--- src/rtl/pcd_pkg.sv ---
// constants and types shared by the power condition descriptor block
package pcd_pkg;

  // number of power conditions handled: idle a, b, c and standby y, z
  localparam int PCD_NUM_COND = 5;

  // log page selectors
  localparam logic PCD_PAGE_IDLE = 1'b0;
  localparam logic PCD_PAGE_STANDBY = 1'b1;

  // 64-byte descriptor slots inside a 512-byte page (slot = byte addr / 64)
  localparam logic [2:0] PCD_SLOT_IDLE_A = 3'h0;
  localparam logic [2:0] PCD_SLOT_IDLE_B = 3'h1;
  localparam logic [2:0] PCD_SLOT_IDLE_C = 3'h2;
  localparam logic [2:0] PCD_SLOT_STBY_Y = 3'h6;
  localparam logic [2:0] PCD_SLOT_STBY_Z = 3'h7;

  // condition indices used on the set-timer port
  localparam logic [2:0] PCD_COND_IDLE_A = 3'h0;
  localparam logic [2:0] PCD_COND_IDLE_B = 3'h1;
  localparam logic [2:0] PCD_COND_IDLE_C = 3'h2;
  localparam logic [2:0] PCD_COND_STBY_Y = 3'h3;
  localparam logic [2:0] PCD_COND_STBY_Z = 3'h4;

  // byte offsets inside one descriptor
  localparam logic [5:0] PCD_OFS_FLAGS = 6'h01;
  localparam logic [5:0] PCD_OFS_SAVED = 6'h08;
  localparam logic [5:0] PCD_OFS_CURRENT = 6'h0C;
  localparam logic [5:0] PCD_OFS_RECOVERY = 6'h10;
  localparam logic [5:0] PCD_OFS_MIN = 6'h14;
  localparam logic [5:0] PCD_OFS_MAX = 6'h18;

  // flag bit positions
  localparam int PCD_FLAG_SUPPORTED = 7;
  localparam int PCD_FLAG_SAVABLE = 6;
  localparam int PCD_FLAG_CHANGEABLE = 5;
  localparam int PCD_FLAG_DEF_EN = 4;
  localparam int PCD_FLAG_SAVED_EN = 3;
  localparam int PCD_FLAG_CUR_EN = 2;

  // timer value meaning "at or above the largest duration"
  localparam logic [31:0] PCD_TIMER_INFINITE = 32'hFFFF_FFFF;

  // timer unit and clock rate, and the tick divider derived from them
  localparam int PCD_TICK_MS = 100;
  localparam int PCD_CLK_KHZ = 125000;
  localparam int PCD_TICK_CYCLES = PCD_TICK_MS * PCD_CLK_KHZ;

  // per-condition capabilities, bit i = condition i
  localparam logic [4:0] PCD_SUPPORTED = 5'h1F;
  localparam logic [4:0] PCD_SAVABLE = 5'h1F;
  localparam logic [4:0] PCD_CHANGEABLE = 5'h1F;
  localparam logic [4:0] PCD_DEF_EN = 5'h1F;

  // per-condition timer defaults and limits, units of 100 ms
  localparam logic [31:0] PCD_DEF_TIMER [PCD_NUM_COND] =
    '{32'h0000_0001, 32'h0000_0002, 32'h0000_0003,
      32'h0000_0004, 32'h0000_0005};
  localparam logic [31:0] PCD_MIN_TIMER [PCD_NUM_COND] =
    '{32'h0000_0001, 32'h0000_0001, 32'h0000_0001,
      32'h0000_0001, 32'h0000_0001};
  localparam logic [31:0] PCD_MAX_TIMER [PCD_NUM_COND] =
    '{32'h0000_FFFF, 32'h0000_FFFF, 32'h0000_FFFF,
      32'h0000_FFFF, 32'h0000_FFFF};
  localparam logic [31:0] PCD_RECOVERY [PCD_NUM_COND] =
    '{32'h0000_0001, 32'h0000_0002, 32'h0000_0003,
      32'h0000_0004, 32'h0000_0005};

  // per-condition idle timer state, gray along idle -> armed -> entered
  typedef enum logic [1:0] {
    PCD_T_IDLE = 2'b00,
    PCD_T_ARMED = 2'b01,
    PCD_T_ENTERED = 2'b11
  } pcd_tstate_t;

endpackage : pcd_pkg

--- src/rtl/pcd_cond_if.sv ---
// interface between descriptor control and one power condition
interface pcd_cond_if;
  logic feat_en;
  logic tick;
  logic cmd_done;
  logic set_sel;
  logic set_req;
  logic [31:0] set_value;
  logic set_save;
  logic set_enable;
  logic set_ok;
  logic [7:0] flags;
  logic [31:0] saved;
  logic [31:0] current;
  logic enter;
  logic in_cond;

  modport ctl (
    output feat_en, tick, cmd_done, set_sel, set_req, set_value,
    output set_save, set_enable,
    input set_ok, flags, saved, current, enter, in_cond
  );
  modport cond (
    input feat_en, tick, cmd_done, set_sel, set_req, set_value,
    input set_save, set_enable,
    output set_ok, flags, saved, current, enter, in_cond
  );
endinterface : pcd_cond_if

--- src/rtl/pcd_cond.sv ---
// one power condition: timer settings, flags and idle countdown
module pcd_cond
  import pcd_pkg::*;
#(
  parameter logic SUPPORTED = 1'b1,
  parameter logic SAVABLE = 1'b1,
  parameter logic CHANGEABLE = 1'b1,
  parameter logic DEF_EN = 1'b1,
  parameter logic [31:0] DEF_TIMER = 32'h0000_0001,
  parameter logic [31:0] MIN_TIMER = 32'h0000_0000,
  parameter logic [31:0] MAX_TIMER = 32'h0000_0000
) (
  input wire logic mclk, // block clock
  input wire logic reset_n, // async reset, active low
  pcd_cond_if.cond cif // link to descriptor control
);

  logic [31:0] saved_timer;
  logic saved_en;
  logic [31:0] cur_timer;
  logic cur_en;
  logic [31:0] countdown;
  pcd_tstate_t state;
  logic [31:0] next_saved_timer;
  logic next_saved_en;
  logic [31:0] next_cur_timer;
  logic next_cur_en;
  logic [31:0] next_countdown;
  pcd_tstate_t next_state;
  logic in_range;
  logic accept;
  logic run;

  // set-timer acceptance: zero always allowed, else inside min..max
  assign in_range = (cif.set_value == 32'h0000_0000) ||
    (((MIN_TIMER == 32'h0000_0000) || (cif.set_value >= MIN_TIMER)) &&
     ((MAX_TIMER == 32'h0000_0000) || (cif.set_value <= MAX_TIMER)));
  assign accept = cif.set_req && cif.set_sel && SUPPORTED && CHANGEABLE &&
    cif.feat_en && in_range && (!cif.set_save || SAVABLE);
  assign cif.set_ok = accept;

  // timer only runs with feature on, flag set and nonzero setting
  assign run = cif.feat_en && SUPPORTED && cur_en &&
    (cur_timer != 32'h0000_0000);

  // reported descriptor fields
  always_comb begin
    cif.flags = 8'h00;
    cif.flags[PCD_FLAG_SUPPORTED] = SUPPORTED;
    cif.flags[PCD_FLAG_SAVABLE] = SUPPORTED && SAVABLE;
    cif.flags[PCD_FLAG_CHANGEABLE] = SUPPORTED && CHANGEABLE;
    cif.flags[PCD_FLAG_DEF_EN] = SUPPORTED && DEF_EN;
    cif.flags[PCD_FLAG_SAVED_EN] = SUPPORTED && saved_en;
    cif.flags[PCD_FLAG_CUR_EN] = SUPPORTED && cif.feat_en && cur_en;
  end
  assign cif.saved = SUPPORTED ? saved_timer : 32'h0000_0000;
  assign cif.current = (cif.feat_en && SUPPORTED && cur_en) ?
    cur_timer : 32'h0000_0000;
  assign cif.in_cond = (state == PCD_T_ENTERED);
  assign cif.enter = (state == PCD_T_ARMED) && run && cif.tick &&
    !cif.cmd_done && !accept && (countdown == 32'h0000_0000);

  // next settings and countdown state
  always_comb begin
    next_saved_timer = saved_timer;
    next_saved_en = saved_en;
    next_cur_timer = cur_timer;
    next_cur_en = cur_en;
    next_countdown = countdown;
    next_state = state;
    if (accept) begin
      next_cur_timer = cif.set_value;
      next_cur_en = cif.set_enable;
      if (cif.set_save) begin
        next_saved_timer = cif.set_value;
        next_saved_en = cif.set_enable;
      end
      next_state = PCD_T_IDLE;
    end else if (!run) begin
      next_state = PCD_T_IDLE;
    end else if (cif.cmd_done) begin
      // restart wait; one extra tick covers divider phase
      next_countdown = cur_timer;
      next_state = PCD_T_ARMED;
    end else begin
      case (state)
        PCD_T_IDLE: next_state = PCD_T_IDLE;
        PCD_T_ARMED: begin
          if (cif.tick && cur_timer != PCD_TIMER_INFINITE) begin
            if (countdown == 32'h0000_0000) begin
              next_state = PCD_T_ENTERED;
            end else begin
              next_countdown = countdown - 32'h0000_0001;
            end
          end
        end
        PCD_T_ENTERED: next_state = PCD_T_ENTERED;
        default: next_state = PCD_T_IDLE;
      endcase
    end
  end

  // register settings and countdown
  always_ff @(posedge mclk or negedge reset_n) begin
    if (!reset_n) begin
      saved_timer <= DEF_TIMER;
      saved_en <= DEF_EN;
      cur_timer <= DEF_TIMER;
      cur_en <= DEF_EN;
      countdown <= 32'h0000_0000;
      state <= PCD_T_IDLE;
    end else begin
      saved_timer <= next_saved_timer;
      saved_en <= next_saved_en;
      cur_timer <= next_cur_timer;
      cur_en <= next_cur_en;
      countdown <= next_countdown;
      state <= next_state;
    end
  end

endmodule // pcd_cond

--- src/rtl/pcd_descriptor.sv ---
// power condition descriptor log pages and set-timer control
//
// Overview of operation
// - flags bit 7 reports condition supported
// - savable flag valid only when supported
// - changeable flag valid only when supported
// - flags bit 4 reports default timer enabled
// - flags bit 3 reports saved timer enabled
// - current enable reads zero with feature off
// - bytes 8-11 hold saved timer value
// - timers count 100 ms; all ones means infinite
// - wait current timer after command before entering
// - current timer reads zero in three cases
// - bytes 16-19 nominal recovery, kept over resets
// - bytes 20-23 minimum timer, kept over resets
// - bytes 24-27 maximum timer, kept over resets
// - idle page holds three descriptors from byte 0
// - standby page descriptors start at byte 384
module pcd_descriptor
  import pcd_pkg::*;
#(
  parameter int TICK_CYCLES = PCD_TICK_CYCLES
) (
  input wire logic MCLK, // 125 MHz block clock
  input wire logic RESET_N, // async reset, active low
  input wire logic EXT_POWER_FEATURE, // extended power feature enabled
  input wire logic CMD_DONE, // pulse: a command completed
  input wire logic LOG_RD, // pulse: read one log byte
  input wire logic LOG_PAGE, // 0 idle page, 1 standby page
  input wire logic [8:0] LOG_ADDR, // byte offset inside the page
  output logic [7:0] LOG_DATA, // read byte, registered
  output logic LOG_ACK, // pulse: LOG_DATA valid
  input wire logic SET_REQ, // pulse: set-timer subcommand
  input wire logic [2:0] SET_COND, // condition index 0..4
  input wire logic [31:0] SET_VALUE, // timer value, 100 ms units
  input wire logic SET_SAVE, // also store as saved value
  input wire logic SET_ENABLE, // timer enable with the value
  output logic SET_ACK, // pulse: subcommand finished
  output logic SET_ERR, // with SET_ACK: subcommand refused
  output logic [4:0] ENTER_COND, // pulse: condition i entered
  output logic ACTIVE_POWER_STATE // level: no condition entered
);

  localparam logic [23:0] TICK_LAST = 24'(TICK_CYCLES - 1);

  logic [23:0] tick_cnt;
  logic [23:0] next_tick_cnt;
  logic tick;
  logic [7:0] flags_a [PCD_NUM_COND];
  logic [31:0] saved_a [PCD_NUM_COND];
  logic [31:0] current_a [PCD_NUM_COND];
  logic [4:0] set_ok_a;
  logic [4:0] enter_a;
  logic [4:0] in_cond_a;
  logic [7:0] next_log_data;
  logic next_log_ack;
  logic next_set_ack;
  logic next_set_err;
  logic [4:0] next_enter;
  logic next_active;
  logic [2:0] rd_cond;
  logic rd_hit;
  logic [5:0] rd_ofs;
  logic [31:0] rd_word;

  // 100 ms tick divider
  always_comb begin
    tick = (tick_cnt == TICK_LAST);
    next_tick_cnt = tick ? 24'h00_0000 : tick_cnt + 24'h00_0001;
  end

  always_ff @(posedge MCLK or negedge RESET_N) begin
    if (!RESET_N) begin
      tick_cnt <= 24'h00_0000;
    end else begin
      tick_cnt <= next_tick_cnt;
    end
  end

  // one condition instance per descriptor
  genvar gi;
  generate
    for (gi = 0; gi < PCD_NUM_COND; gi++) begin : g_cond
      pcd_cond_if cif ();
      assign cif.feat_en = EXT_POWER_FEATURE;
      assign cif.tick = tick;
      assign cif.cmd_done = CMD_DONE;
      assign cif.set_sel = SET_REQ && (SET_COND == 3'(gi));
      assign cif.set_req = SET_REQ;
      assign cif.set_value = SET_VALUE;
      assign cif.set_save = SET_SAVE;
      assign cif.set_enable = SET_ENABLE;
      assign flags_a[gi] = cif.flags;
      assign saved_a[gi] = cif.saved;
      assign current_a[gi] = cif.current;
      assign set_ok_a[gi] = cif.set_ok;
      assign enter_a[gi] = cif.enter;
      assign in_cond_a[gi] = cif.in_cond;

      pcd_cond #(
        .SUPPORTED(PCD_SUPPORTED[gi]),
        .SAVABLE(PCD_SAVABLE[gi]),
        .CHANGEABLE(PCD_CHANGEABLE[gi]),
        .DEF_EN(PCD_DEF_EN[gi]),
        .DEF_TIMER(PCD_DEF_TIMER[gi]),
        .MIN_TIMER(PCD_MIN_TIMER[gi]),
        .MAX_TIMER(PCD_MAX_TIMER[gi])
      ) u_cond (
        .mclk(MCLK),
        .reset_n(RESET_N),
        .cif(cif)
      );
    end
  endgenerate

  // map page and byte address onto a condition slot
  always_comb begin
    rd_hit = 1'b0;
    rd_cond = PCD_COND_IDLE_A;
    rd_ofs = LOG_ADDR[5:0];
    if (LOG_PAGE == PCD_PAGE_IDLE) begin
      case (LOG_ADDR[8:6])
        PCD_SLOT_IDLE_A: begin
          rd_hit = 1'b1;
          rd_cond = PCD_COND_IDLE_A;
        end
        PCD_SLOT_IDLE_B: begin
          rd_hit = 1'b1;
          rd_cond = PCD_COND_IDLE_B;
        end
        PCD_SLOT_IDLE_C: begin
          rd_hit = 1'b1;
          rd_cond = PCD_COND_IDLE_C;
        end
        default: rd_hit = 1'b0;
      endcase
    end else begin
      case (LOG_ADDR[8:6])
        PCD_SLOT_STBY_Y: begin
          rd_hit = 1'b1;
          rd_cond = PCD_COND_STBY_Y;
        end
        PCD_SLOT_STBY_Z: begin
          rd_hit = 1'b1;
          rd_cond = PCD_COND_STBY_Z;
        end
        default: rd_hit = 1'b0;
      endcase
    end
  end

  // select the dword field and byte, little endian
  always_comb begin
    rd_word = 32'h0000_0000;
    next_log_data = 8'h00;
    if (rd_hit) begin
      case ({rd_ofs[5:2], 2'b00})
        PCD_OFS_SAVED: rd_word = saved_a[rd_cond];
        PCD_OFS_CURRENT: rd_word = current_a[rd_cond];
        PCD_OFS_RECOVERY: rd_word = PCD_RECOVERY[rd_cond];
        PCD_OFS_MIN: rd_word = PCD_MIN_TIMER[rd_cond];
        PCD_OFS_MAX: rd_word = PCD_MAX_TIMER[rd_cond];
        default: rd_word = 32'h0000_0000;
      endcase
      if (rd_ofs == PCD_OFS_FLAGS) begin
        next_log_data = flags_a[rd_cond];
      end else begin
        next_log_data = rd_word[{rd_ofs[1:0], 3'b000} +: 8];
      end
    end
    if (!LOG_RD) begin
      next_log_data = LOG_DATA;
    end
    next_log_ack = LOG_RD;
  end

  // subcommand answer, condition entry and active state
  always_comb begin
    next_set_ack = SET_REQ;
    next_set_err = SET_REQ && (set_ok_a == 5'h00);
    next_enter = enter_a;
    next_active = (in_cond_a == 5'h00) && (enter_a == 5'h00);
  end

  always_ff @(posedge MCLK or negedge RESET_N) begin
    if (!RESET_N) begin
      LOG_DATA <= 8'h00;
      LOG_ACK <= 1'b0;
      SET_ACK <= 1'b0;
      SET_ERR <= 1'b0;
      ENTER_COND <= 5'h00;
      ACTIVE_POWER_STATE <= 1'b1;
    end else begin
      LOG_DATA <= next_log_data;
      LOG_ACK <= next_log_ack;
      SET_ACK <= next_set_ack;
      SET_ERR <= next_set_err;
      ENTER_COND <= next_enter;
      ACTIVE_POWER_STATE <= next_active;
    end
  end

endmodule // pcd_descriptor

--- config.mk ---
export PLATFORM = sky130hd
export DESIGN_NAME = pcd_descriptor
export DESIGN_NICKNAME = d
export VERILOG_FILES = /design/src/rtl/pcd_pkg.sv /design/src/rtl/pcd_cond_if.sv /design/src/rtl/pcd_cond.sv /design/src/rtl/pcd_descriptor.sv
export SDC_FILE = /design/constraint.sdc
export NUM_CORES = 1
export LEC_CHECK = 0
export BUFFER_PORTS_ARGS = -buffer_cell sky130_fd_sc_hd__buf_4
export CELL_PAD_IN_SITES_DETAIL_PLACEMENT = 1
export CELL_PAD_IN_SITES_GLOBAL_PLACEMENT = 1
export CORE_MARGIN = 1.5
export CORE_UTILIZATION = 40
export DETAILED_ROUTE_END_ITERATION = 10
export GPL_ROUTABILITY_DRIVEN = 0
export HOLD_SLACK_MARGIN = 0.1
export PLACE_DENSITY = 0.7
export SETUP_SLACK_MARGIN = 0.5
export SLEW_MARGIN = 5
export SYNTH_ARGS = -nofsm -noshare
export SYNTH_HDL_FRONTEND = slang
export SYNTH_SLANG_ARGS = --single-unit
export TNS_END_PERCENT = 5
--- constraint.sdc ---
create_clock -name MCLK -period 3.4 [get_ports MCLK]
set_clock_uncertainty 0.05 [all_clocks]
set_input_delay 0.17 -clock MCLK [delete_from_list [all_inputs] [get_ports MCLK]]
set_output_delay 0.17 -clock MCLK [all_outputs]
set_load 0.03 [all_outputs]
* Word level (Yosys, flattened, before mapping)
Memories as Yosys holds them, arrays and structs flattened.
Cells that the tools add are included.
** Word-level totals
- Register bits :: 541
- Input port bits :: 53
- Memories :: 3
- Bits in read-only memories :: 768
** Operators by class
- Bitwise gates (word level) :: 6
- Reductions and logical operators :: 113
- Magnitude comparators :: 3
- Shift operators :: 1
- Add/sub/neg operators :: 6
- Mux-type cells :: 81
- Equal/unequal tests :: 45
** Memory list
- (name not given) :: words 8, bits a word 32, rd ports 1, clocked after memory_dff 0, write ports 0, line pcd_descriptor.sv:162 : PCD_OFS_MAX: rd_word = PCD_MAX_TIMER[rd_cond];
- (name not given) :: words 8, bits a word 32, rd ports 1, clocked after memory_dff 0, write ports 0, line pcd_descriptor.sv:161 : PCD_OFS_MIN: rd_word = PCD_MIN_TIMER[rd_cond];
- (name not given) :: words 8, bits a word 32, rd ports 1, clocked after memory_dff 0, write ports 0, line pcd_descriptor.sv:160 : PCD_OFS_RECOVERY: rd_word = PCD_RECOVERY[rd_cond];
** Operators with widths (count)
- $mux 32 :: 36
- $bmux 32 s3 :: 2
- $logic_not 32->1 :: 6
- $ne 32x32->1 const B :: 5
- $pmux 32 s5 :: 1
- $reduce_bool 32->1 :: 5
- $sub 32x1->32 const B :: 5
- $logic_and 1x1->1 :: 63
- $mux 2 :: 25
- $ne 5x4->1 const B :: 10
- $ge 32x1->1 const B :: 1
- $le 32x16->1 const B :: 1
- $mux 8 :: 4
- $shiftx 32x6->8 :: 1
- $reduce_and 5->1 :: 5
- $add 24x1->24 const B :: 1
- $bmux 8 s3 :: 1
- $eq 24x24->1 const B :: 1
- $mux 24 :: 1
- $pmux 2 s2 :: 6
- $reduce_and 2->1 :: 10
- $reduce_bool 2->1 :: 10
- $logic_not 5->1 :: 3
- $eq 4x3->1 const B :: 3
- other kinds (19) :: 49

* Logic depth before layout (Yosys ltp)
Gate-level depths: netlist of the first run.
- Word-level depth :: 12
- Gate-level depth with buffers :: 15

* By module
From an unflattened synthesis of the first run, not the netlist that was laid out.
** Second synthesis, totals
- Cells, all modules :: 3467
- Area total of the unflattened synthesis :: 32381.1 um^2
** Modules (own cells, without submodules)
- pcd_cond (g_cond[0].u_cond ...) :: instances 3, area an instance 5091.1 um^2, cells each 513
- pcd_cond (g_cond[2].u_cond ...) :: instances 2, area an instance 5093.6 um^2, cells each 513
- pcd_descriptor :: instances 1, area an instance 6920.4 um^2, cells each 902

* Worst setup path before layout of the first run
No wires, ideal clock.
- Path type :: in2reg
- Start :: input port LOG_ADDR[8]
- End :: register LOG_DATA[1]
- Setup slack :: 0.262 ns
- Stages on the path :: 15
- Data required time :: 3.218 ns
- Arrival :: 2.956 ns
- Cells stage by stage :: clkbuf_1 -> or2_2 -> clkbuf_1 -> a21o_1 -> inv_2 -> clkbuf_1 -> clkbuf_1 -> buf_1 -> ha_1 -> a21oi_1 -> nor3_1 -> a211oi_1 -> o21ai_0 -> o2111ai_1 -> o32ai_1
** On the way
- Word-level cells in the longest chain between the ends :: 12
- Elaborated cells on any way between the ends :: 37
- Those cells by class :: eq/ne: 4; shift: 1; mux: 25; bitwise: 1; reduce/logical: 3; memory: 3
** RTL lines
- start: declaration :: line pcd_descriptor.sv:30 : input wire logic [8:0] LOG_ADDR,
- $eq 3x2->1 (tied with other cells) :: line pcd_descriptor.sv:122 : case (LOG_ADDR[8:6])
- $pmux 2 s2 / $pmux 3 s2 (equally long branches) :: line pcd_descriptor.sv:122, pcd_descriptor.sv:138
- $mux 3 :: line pcd_descriptor.sv:121 : if (LOG_PAGE == PCD_PAGE_IDLE) begin
- $not 3->4 (not written as such)
- $mem_v2 8x32 (tied with other cells)
- $mux 32, on equally long branches (2 in a row)
- $pmux 32 s5 :: line pcd_descriptor.sv:157 : case ({rd_ofs[5:2], 2'b00})
- $mux 32 :: line pcd_descriptor.sv:156 : if (rd_hit) begin
- $shiftx 32x6->8 :: line pcd_descriptor.sv:168 : next_log_data = rd_word[{rd_ofs[1:0], 3'b000} +: 8];
- $mux 8 :: line pcd_descriptor.sv:165 : if (rd_ofs == PCD_OFS_FLAGS) begin
- $mux 8 * :: line pcd_descriptor.sv:156
- end signal: assignment :: line pcd_descriptor.sv:194 : LOG_DATA <= next_log_data;
- end: declaration :: line pcd_descriptor.sv:31 : output logic [7:0] LOG_DATA,
Mark *: on every way between the ends. The rest lies on a longest branch, timed or not. The select of a mux whose other input is x is not followed.
A chain may end at the register's enable or synchronous reset.

* Final worst setup path of the first run
- Start :: register g_cond[2].u_cond.countdown[22]
- End :: register g_cond[2].u_cond.countdown[21]
** On the way
- Word-level cells in the longest chain between the ends :: 3
** RTL lines
- start: declaration :: line pcd_cond.sv:22 : logic [31:0] countdown;
- start signal: assignment :: line pcd_cond.sv:117 : countdown <= next_countdown;
- $logic_not 32->1 :: line pcd_cond.sv:90 : if (countdown == 32'h0000_0000) begin
- $ne 2x2->1 (no source line)
- $reduce_and 5->1 (no source line)
Every way passes these cells.

==> results of run 1 <==
## tightest hold or removal path, stage by stage
cell and delay, ps:
buf_4 110, or3_1 120, nor3_2 60, buf_12 180, nor2b_1 120
## layout make-up
| class | count | area, um2 | area share |
|---|---|---|---|
| multi-input combinational | 2044 | 13880 | 0.4194 |
| clock inverter | 23 | 270.3 | 0.008163 |
| sequential | 541 | 13570 | 0.4099 |
| antenna | 1 | 2.502 | 0.00007559 |
| clock buffer | 91 | 1839 | 0.05556 |
| timing repair buffer | 253 | 2251 | 0.06799 |
| tap | 931 | 1165 | 0.03519 |
| inverter | 33 | 125.1 | 0.003779 |
## layout by cell type, fill, tap and decap left out, types with 76 or more instances in the layout
cell type and count:
a21oi_1 156, and2_1 84, buf_4 200, dfrtp_1 516, mux2_2 168, nand2_1 192
nand4_1 76, nor2_1 156, nor2b_1 103, nor4_1 85, o21ai_0 105
## routing by layer
metal / vias to the layer above / wire length [um]
li1: 10943 / -
met1: 13188 / 45290
met2: 950 / 49090
met3: 271 / 7141
met4: 2 / 4331
met5: - / 14
## stage by stage
stage	area, um2	util	std cells	hold slack [ps]	power (W)
3_3_place_gp	30370	0.4397	3758	84.60	0.007246
5_1_grt	33100	0.4793	3916	123.6	0.01451
2_1_floorplan	28100	-	2813	-175.6	0.006834
6_report	33110	0.4793	3917	110.1	0.01416
4_1_cts	32950	0.4770	3912	101.9	0.01422
3_5_place_dp	30370	0.4397	3758	72.43	0.007260
## sequential cells by signal, summed over array words and instances, names as in the netlist, 8 cells and up
name and cells:
g_cond.u_cond.cif.saved 160, g_cond.u_cond.countdown 160, g_cond.u_cond.cur_timer 160, tick_cnt 24
g_cond.u_cond.state 10, LOG_DATA 8
## logic make-up after synthesis
kind of cell / count (synthesis)
mux: 221
compound gates: 718
xor+xnor: 21
simple gates: 1075
fa+ha+maj: 8
buf+inv: 229
flops: 541
## power by group through the flow
stage                     registers (W)  logic, W  clock network (W)
after floorplan                 0.00657  0.000261                  0
after global placement          0.00657  0.000681                  0
final                           0.00645  0.000743            0.00697
after global routing            0.00645  0.000785            0.00728
after detailed placement        0.00657  0.000695                  0
after CTS                       0.00645  0.000733            0.00704
## path summary, 6_finish.rpt
path | startpoint | endpoint | slack [ps]
min in group asynchronous | RESET_N | g_cond[4].u_cond.countdown[22]$_DFFE_PN0P_ | 140
setup / recovery | g_cond[2].u_cond.countdown[22]$_DFFE_PN0P_ | g_cond[2].u_cond.countdown[21]$_DFFE_PN0P_ | 350
hold reg to reg | g_cond[2].u_cond.cif.saved[16]$_DFFE_PN0P_ | g_cond[2].u_cond.cif.saved[16]$_DFFE_PN0P_ | 430
hold / removal | SET_COND[1] | g_cond[0].u_cond.cur_timer[30]$_DFFE_PN0N_ | 110
max in group asynchronous | RESET_N | tick_cnt[7]$_DFF_PN0_ | 2460
setup reg to reg | g_cond[2].u_cond.countdown[22]$_DFFE_PN0P_ | g_cond[2].u_cond.countdown[21]$_DFFE_PN0P_ | 350
## timing repair
action                                  CTS  global route
pin swaps                                 4             4
resized for setup                        14            25
hold buffers                             31             0
endpoints found under the hold margin   741             0
endpoints found under the setup margin  140           169
cloned                                    1             0
buffers inserted                          8             4
==> results.md, run 1 <==
- Status: complete, no violations
- Synth top area cells: dfrtp_1, mux2_2, a21oi_1
- Hold WC Path Type: input port to flip-flop
- Vias in the first global route: 26.21k
- Site Rows: 96
- Global Route met3 Usage: 0.05241
- Setup Viol. Count Final: 0
- Hold depth: 5
- Largest family of logic cells by synthesized area: simple AND/OR/NAND/NOR gates
- Pwr/cell area: 427.6 nW/um2
- Number of CTS-inserted buffers: 61
- Routed via count: 25.35k
- Final net count: 2995
- Max Cap Viol: 0
- Fraction of layout cells with a size suffix above 1: 0.1970
- Final slew viol count: 0
- I/O pin cnt: 70
- Port Buf Inserts: 69
- Buf/Inv on CP: 1
- DRC Markers: 0
- Gr usage total: 0.2944
- Fillcell total: 7597
- CTS tree: yes
- Syn Inst Count: 2813
- Ys async rst share: 1.000
- Area grow syn2layout: 17.96%
- GRT Residual Overflow: 0
- Final cycle utilization of the critical path: 0.8974
- Worst path required time: 3870 ps
- Crit Path Class: flip-flop to flip-flop
- Busiest grt layer: met2
- Final worst slack: 348.9 ps
- Synth Area in Compound Gates: 0.1772
- Die height: 267.9 um
- Levels on crit path: 8
- Initial DRC count: 2239
- Synth area leader: dfrtp_1
- Crit path largest cell delay: 550 ps
- Post-synth design cell area: 28070 um2
- Total routed wirelength: 105900 um
- Main synth FF type: dfrtp_1
- CP Capture Type: flip-flop
- Clk pwr share: 0.492
- Synth Area in Simple Gates: 0.2107
- Share of the synthesized area in the top cell type: 0.4601
- Area of the die: 71770 um2
- RSZ-0062 raised after global routing: true
- Sw Share: 0.2401
- Post-synthesis sequential area ratio: 0.4835
- Internal: 0.01076 W
- Mux contribution to synthesized area: 0.08715
- Sw Pwr: 0.003399 W
- Post-Synth XOR/XNOR Area: 0.006553
- Worst Path Arrival: 3520 ps
- DR vias/cell: 6.473
- Initial DRT Pass Iterations: 5
- DP Wirelength: 72880 um
- Combinational share of power: 0.052
- Met2 Usage GRT: 0.4699
- Yosys cell types: 87
- CP Cell Sequence: or4_4, or4_4, or4_4, o311a_4, buf_8, o21ai_4, o21ai_1, a222oi_1
- Sink Count: 541
- Final Hold Viols: 0
- First-pass GRT wire length: 162500 um
- Max Root-Sink Buffers: 3
- Leak Pwr: 14.64 nW
- Mean routed wirelength per cell: 27.03 um
- Area of the core: 69070 um2
- Number of flops mapped to enable cells by yosys: 0
- Startpoint types: flip-flop
- Commonest cells post-synth: dfrtp_1, nand2_1, mux2_2, clkbuf_1
- Worst IR Drop VDD: 0.0003955 V
- Most frequent cell after synthesis: dfrtp_1
- Period minus WS final: 3051 ps
- Setup TNS: 0 ps
- Post-place setup slack: 17.84 ps
- Post-synthesis net count: 2874
- Avg Cell Area, Syn: 9.978 um2
- Initial core utilization: 0.4064
- Initial antenna violation count: 2
- Reg power frac: 0.456
- Synth Area in Adders: 0.003566
- Clock Pin Slew Worst Setup and Hold Paths: 60 ps
- Slowest CP cell: or4_4
- Actual slew at the worst max-slew pin: 1221 ps
- Largest net degree at the start of global routing: 110
- Detail Route Antenna Nets: 0
- CP top delay family: simple AND/OR/NAND/NOR gates
- H-tree lvl count: 2
- Crit path top cell by count: or4_4
- FF-to-FF path depth: 8
- Met1 global-route usage: 0.3982
- Root buffer cell: clkbuf_16
- Synth warn: 0
- Die width: 267.9 um
- Clock Latency Late Sink: 650 ps
- CP Max Fanout: 7
- Synth Register Bits: 541
- Peak Freq: 327.8 MHz
- Rel. slew slack: 0.1830
Power figures use the tool's default switching activity.
==> run 2, diff against run 1 <==
--- a/config.mk
+++ b/config.mk
@@ -6,14 +6,13 @@
 export NUM_CORES = 1
 export LEC_CHECK = 0
 export BUFFER_PORTS_ARGS = -buffer_cell sky130_fd_sc_hd__buf_4
-export CELL_PAD_IN_SITES_DETAIL_PLACEMENT = 1
-export CELL_PAD_IN_SITES_GLOBAL_PLACEMENT = 1
 export CORE_MARGIN = 1.5
 export CORE_UTILIZATION = 40
+export CTS_CLUSTER_SIZE = 20
 export DETAILED_ROUTE_END_ITERATION = 10
 export GPL_ROUTABILITY_DRIVEN = 0
 export HOLD_SLACK_MARGIN = 0.1
-export PLACE_DENSITY = 0.7
+export PLACE_DENSITY = 0.59
 export SETUP_SLACK_MARGIN = 0.5
 export SLEW_MARGIN = 5
 export SYNTH_ARGS = -nofsm -noshare
==> run 2 against run 1 <==
  * Power hardly changed
  * Non-clock buffer count is 9 higher
  * Flip-flop and latch count stayed put
  * Setup slack better by 31 ps
  * Sequential power barely moved
  * Worst hold slack better by 17 ps
  * Core utilization decreased by 0.11 points
  * Critical path type unchanged
==> results.md, run 2 (synthesis gave the netlist of run 1 again) <==
- DP Wirelength: 66860 um
- Period minus WS final: 3020 ps
- Setup TNS: 0 ps
- Final cycle utilization of the critical path: 0.8882
- Met1 global-route usage: 0.3742
- Largest net degree at the start of global routing: 95
- Die width: 267.9 um
- Routed via count: 24.77k
- Post-place setup slack: 70.75 ps
- Crit path top cell by count: or4_1
- Met2 Usage GRT: 0.4089
- Commonest cells after routing, fill and taps aside: dfrtp_1, buf_4, nand2_1, mux2_2
- Area of the die: 71770 um2
- Slowest CP cell: or4_1
- Crit path largest cell delay: 660 ps
- Max Cap Viol: 0
- CP Cell Sequence: or4_1, or4_1, or2_1, nor3_1, a21oi_1, a22o_1, a221o_1
- Fraction of layout cells with a size suffix above 1: 0.1977
- Worst Path Arrival: 3480 ps
- Startpoint types: flip-flop
- Hold WC Path Type: input port to asynchronous set/reset pin
- Root buffer cell: clkbuf_16
- Clock Pin Slew Worst Setup and Hold Paths: 60 ps
- Crit Path Class: flip-flop to flip-flop
- Clock Latency Late Sink: 640 ps
- Setup Viol. Count Final: 0
- Initial DRC count: 3007
- Busiest grt layer: met2
- I/O pin cnt: 70
- DR vias/cell: 6.316
- Vias in the first global route: 23.71k
- Area grow syn2layout: 17.68%
- DRC Markers: 0
- Global Route met3 Usage: 0.05223
- Peak Freq: 331.2 MHz
- First-pass GRT wire length: 147300 um
- H-tree lvl count: 2
- GRT Residual Overflow: 0
- Worst path required time: 3860 ps
- Die height: 267.9 um
- CP Capture Type: flip-flop
- Actual slew at the worst max-slew pin: 1124 ps
- Fillcell total: 6259
- Pwr/cell area: 428.9 nW/um2
- Detail Route Antenna Nets: 0
- Initial antenna violation count: 0
- CP Max Fanout: 7
- Total routed wirelength: 97070 um
- Area of the core: 69070 um2
- Final worst slack: 380.3 ps
- Initial DRT Pass Iterations: 7
- Site Rows: 96
- Max Root-Sink Buffers: 3
- Final hold slack: 127.2 ps
- Final Hold Viols: 0
- Rel. slew slack: 0.2481
- Gr usage total: 0.2682
- Worst IR Drop VDD: 0.0003738 V
- Leak Pwr: 14.62 nW
- Final slew viol count: 0
- Sink Count: 541
- Mean routed wirelength per cell: 24.75 um
- Status: complete, no violations
- RSZ-0062 raised after global routing: true
- CTS tree: yes
- Initial core utilization: 0.4064
- Port Buf Inserts: 69
- Commonest non-fill, non-tap cell in the layout: dfrtp_1
- Number of CTS-inserted buffers: 59
- Final net count: 3001
run 2: cell types whose count changed in the layout (fill, tap and decap cells not counted), sizes merged:
cell and delta:
clkbuf -10, buf +9, bufinv +5, clkinv -4, clkinvlp +4, inv +2
and2 -1
run 2: area by class of cell:
type / count / area (um2) / share of cell area
multi-input cells: 2043 / 13840 / 0.4189
flip-flops and latches: 541 / 13570 / 0.4108
repair buffers: 262 / 2231 / 0.06754
clock buffers: 81 / 1659 / 0.05023
well taps: 931 / 1165 / 0.03527
clock inverters: 30 / 440.4 / 0.01333
inverters: 33 / 125.1 / 0.003788
diodes: 1 / 2.502 / 0.00007576
run 2: through the flow:
step                utilization  total power (W)  cell area (um2)  instances
floorplan                     -         0.006834            28100       2813
global placement         0.4384         0.007248            30280       3756
detailed placement       0.4384         0.007257            30280       3756
CTS                      0.4752          0.01426            32820       3908
global route             0.4782          0.01459            33030       3921
finish                   0.4782          0.01417            33030       3922
run 2: worst max-delay path, delay by kind of cell, from the launching register on:
family | cells | cell delay, ps
AOI/OAI and AO/OA | 3 | 570
and+or+nand+nor | 4 | 1850
DFF | 1 | 420
run 2: path summary, 6_finish.rpt:
kind | startpoint | end | slack, ps | cells after the start
worst min register to register | g_cond[2].u_cond.cif.saved[22]$_DFFE_PN0P_ | g_cond[2].u_cond.cif.saved[22]$_DFFE_PN0P_ | 430 | 1
worst min-delay path | RESET_N | g_cond[4].u_cond.countdown[20]$_DFFE_PN0P_ | 130 | 2
worst max-delay path | g_cond[4].u_cond.countdown[8]$_DFFE_PN0P_ | g_cond[4].u_cond.countdown[21]$_DFFE_PN0P_ | 380 | 7
worst max register to register | g_cond[4].u_cond.countdown[8]$_DFFE_PN0P_ | g_cond[4].u_cond.countdown[21]$_DFFE_PN0P_ | 380 | 7
min in group MCLK | SET_REQ | SET_ACK$_DFF_PN0_ | 160 | 2
max in group asynchronous | RESET_N | ACTIVE_POWER_STATE$_DFF_PN1_ | 2130 | 3
run 2: layer usage:
metal | part of all wire | up-vias | wire (um)
met3 | 0.087 | 230 | 8456
met5 | 0 | - | 0
met1 | 0.43 | 12483 | 41490
met4 | 0.040 | 0 | 3911
met2 | 0.45 | 1115 | 43210
li1 | - | 10945 | -
run 2: repair_timing:
item | 4_1_cts | 5_1_grt
pin swaps | 6 | 10
cloned | 0 | 0
gates resized for setup | 16 | 21
setup endpoints to repair | 118 | 163
hold buffers | 30 | 0
buffers inserted | 11 | 13
hold endpoints to repair | 301 | 0
run 2: where the power goes:
part	internal, W	switching [W]	total, W
clock network	0.00418	0.00280	0.00698
registers	0.00644	0.00000506	0.00645
logic	0.000214	0.000521	0.000734
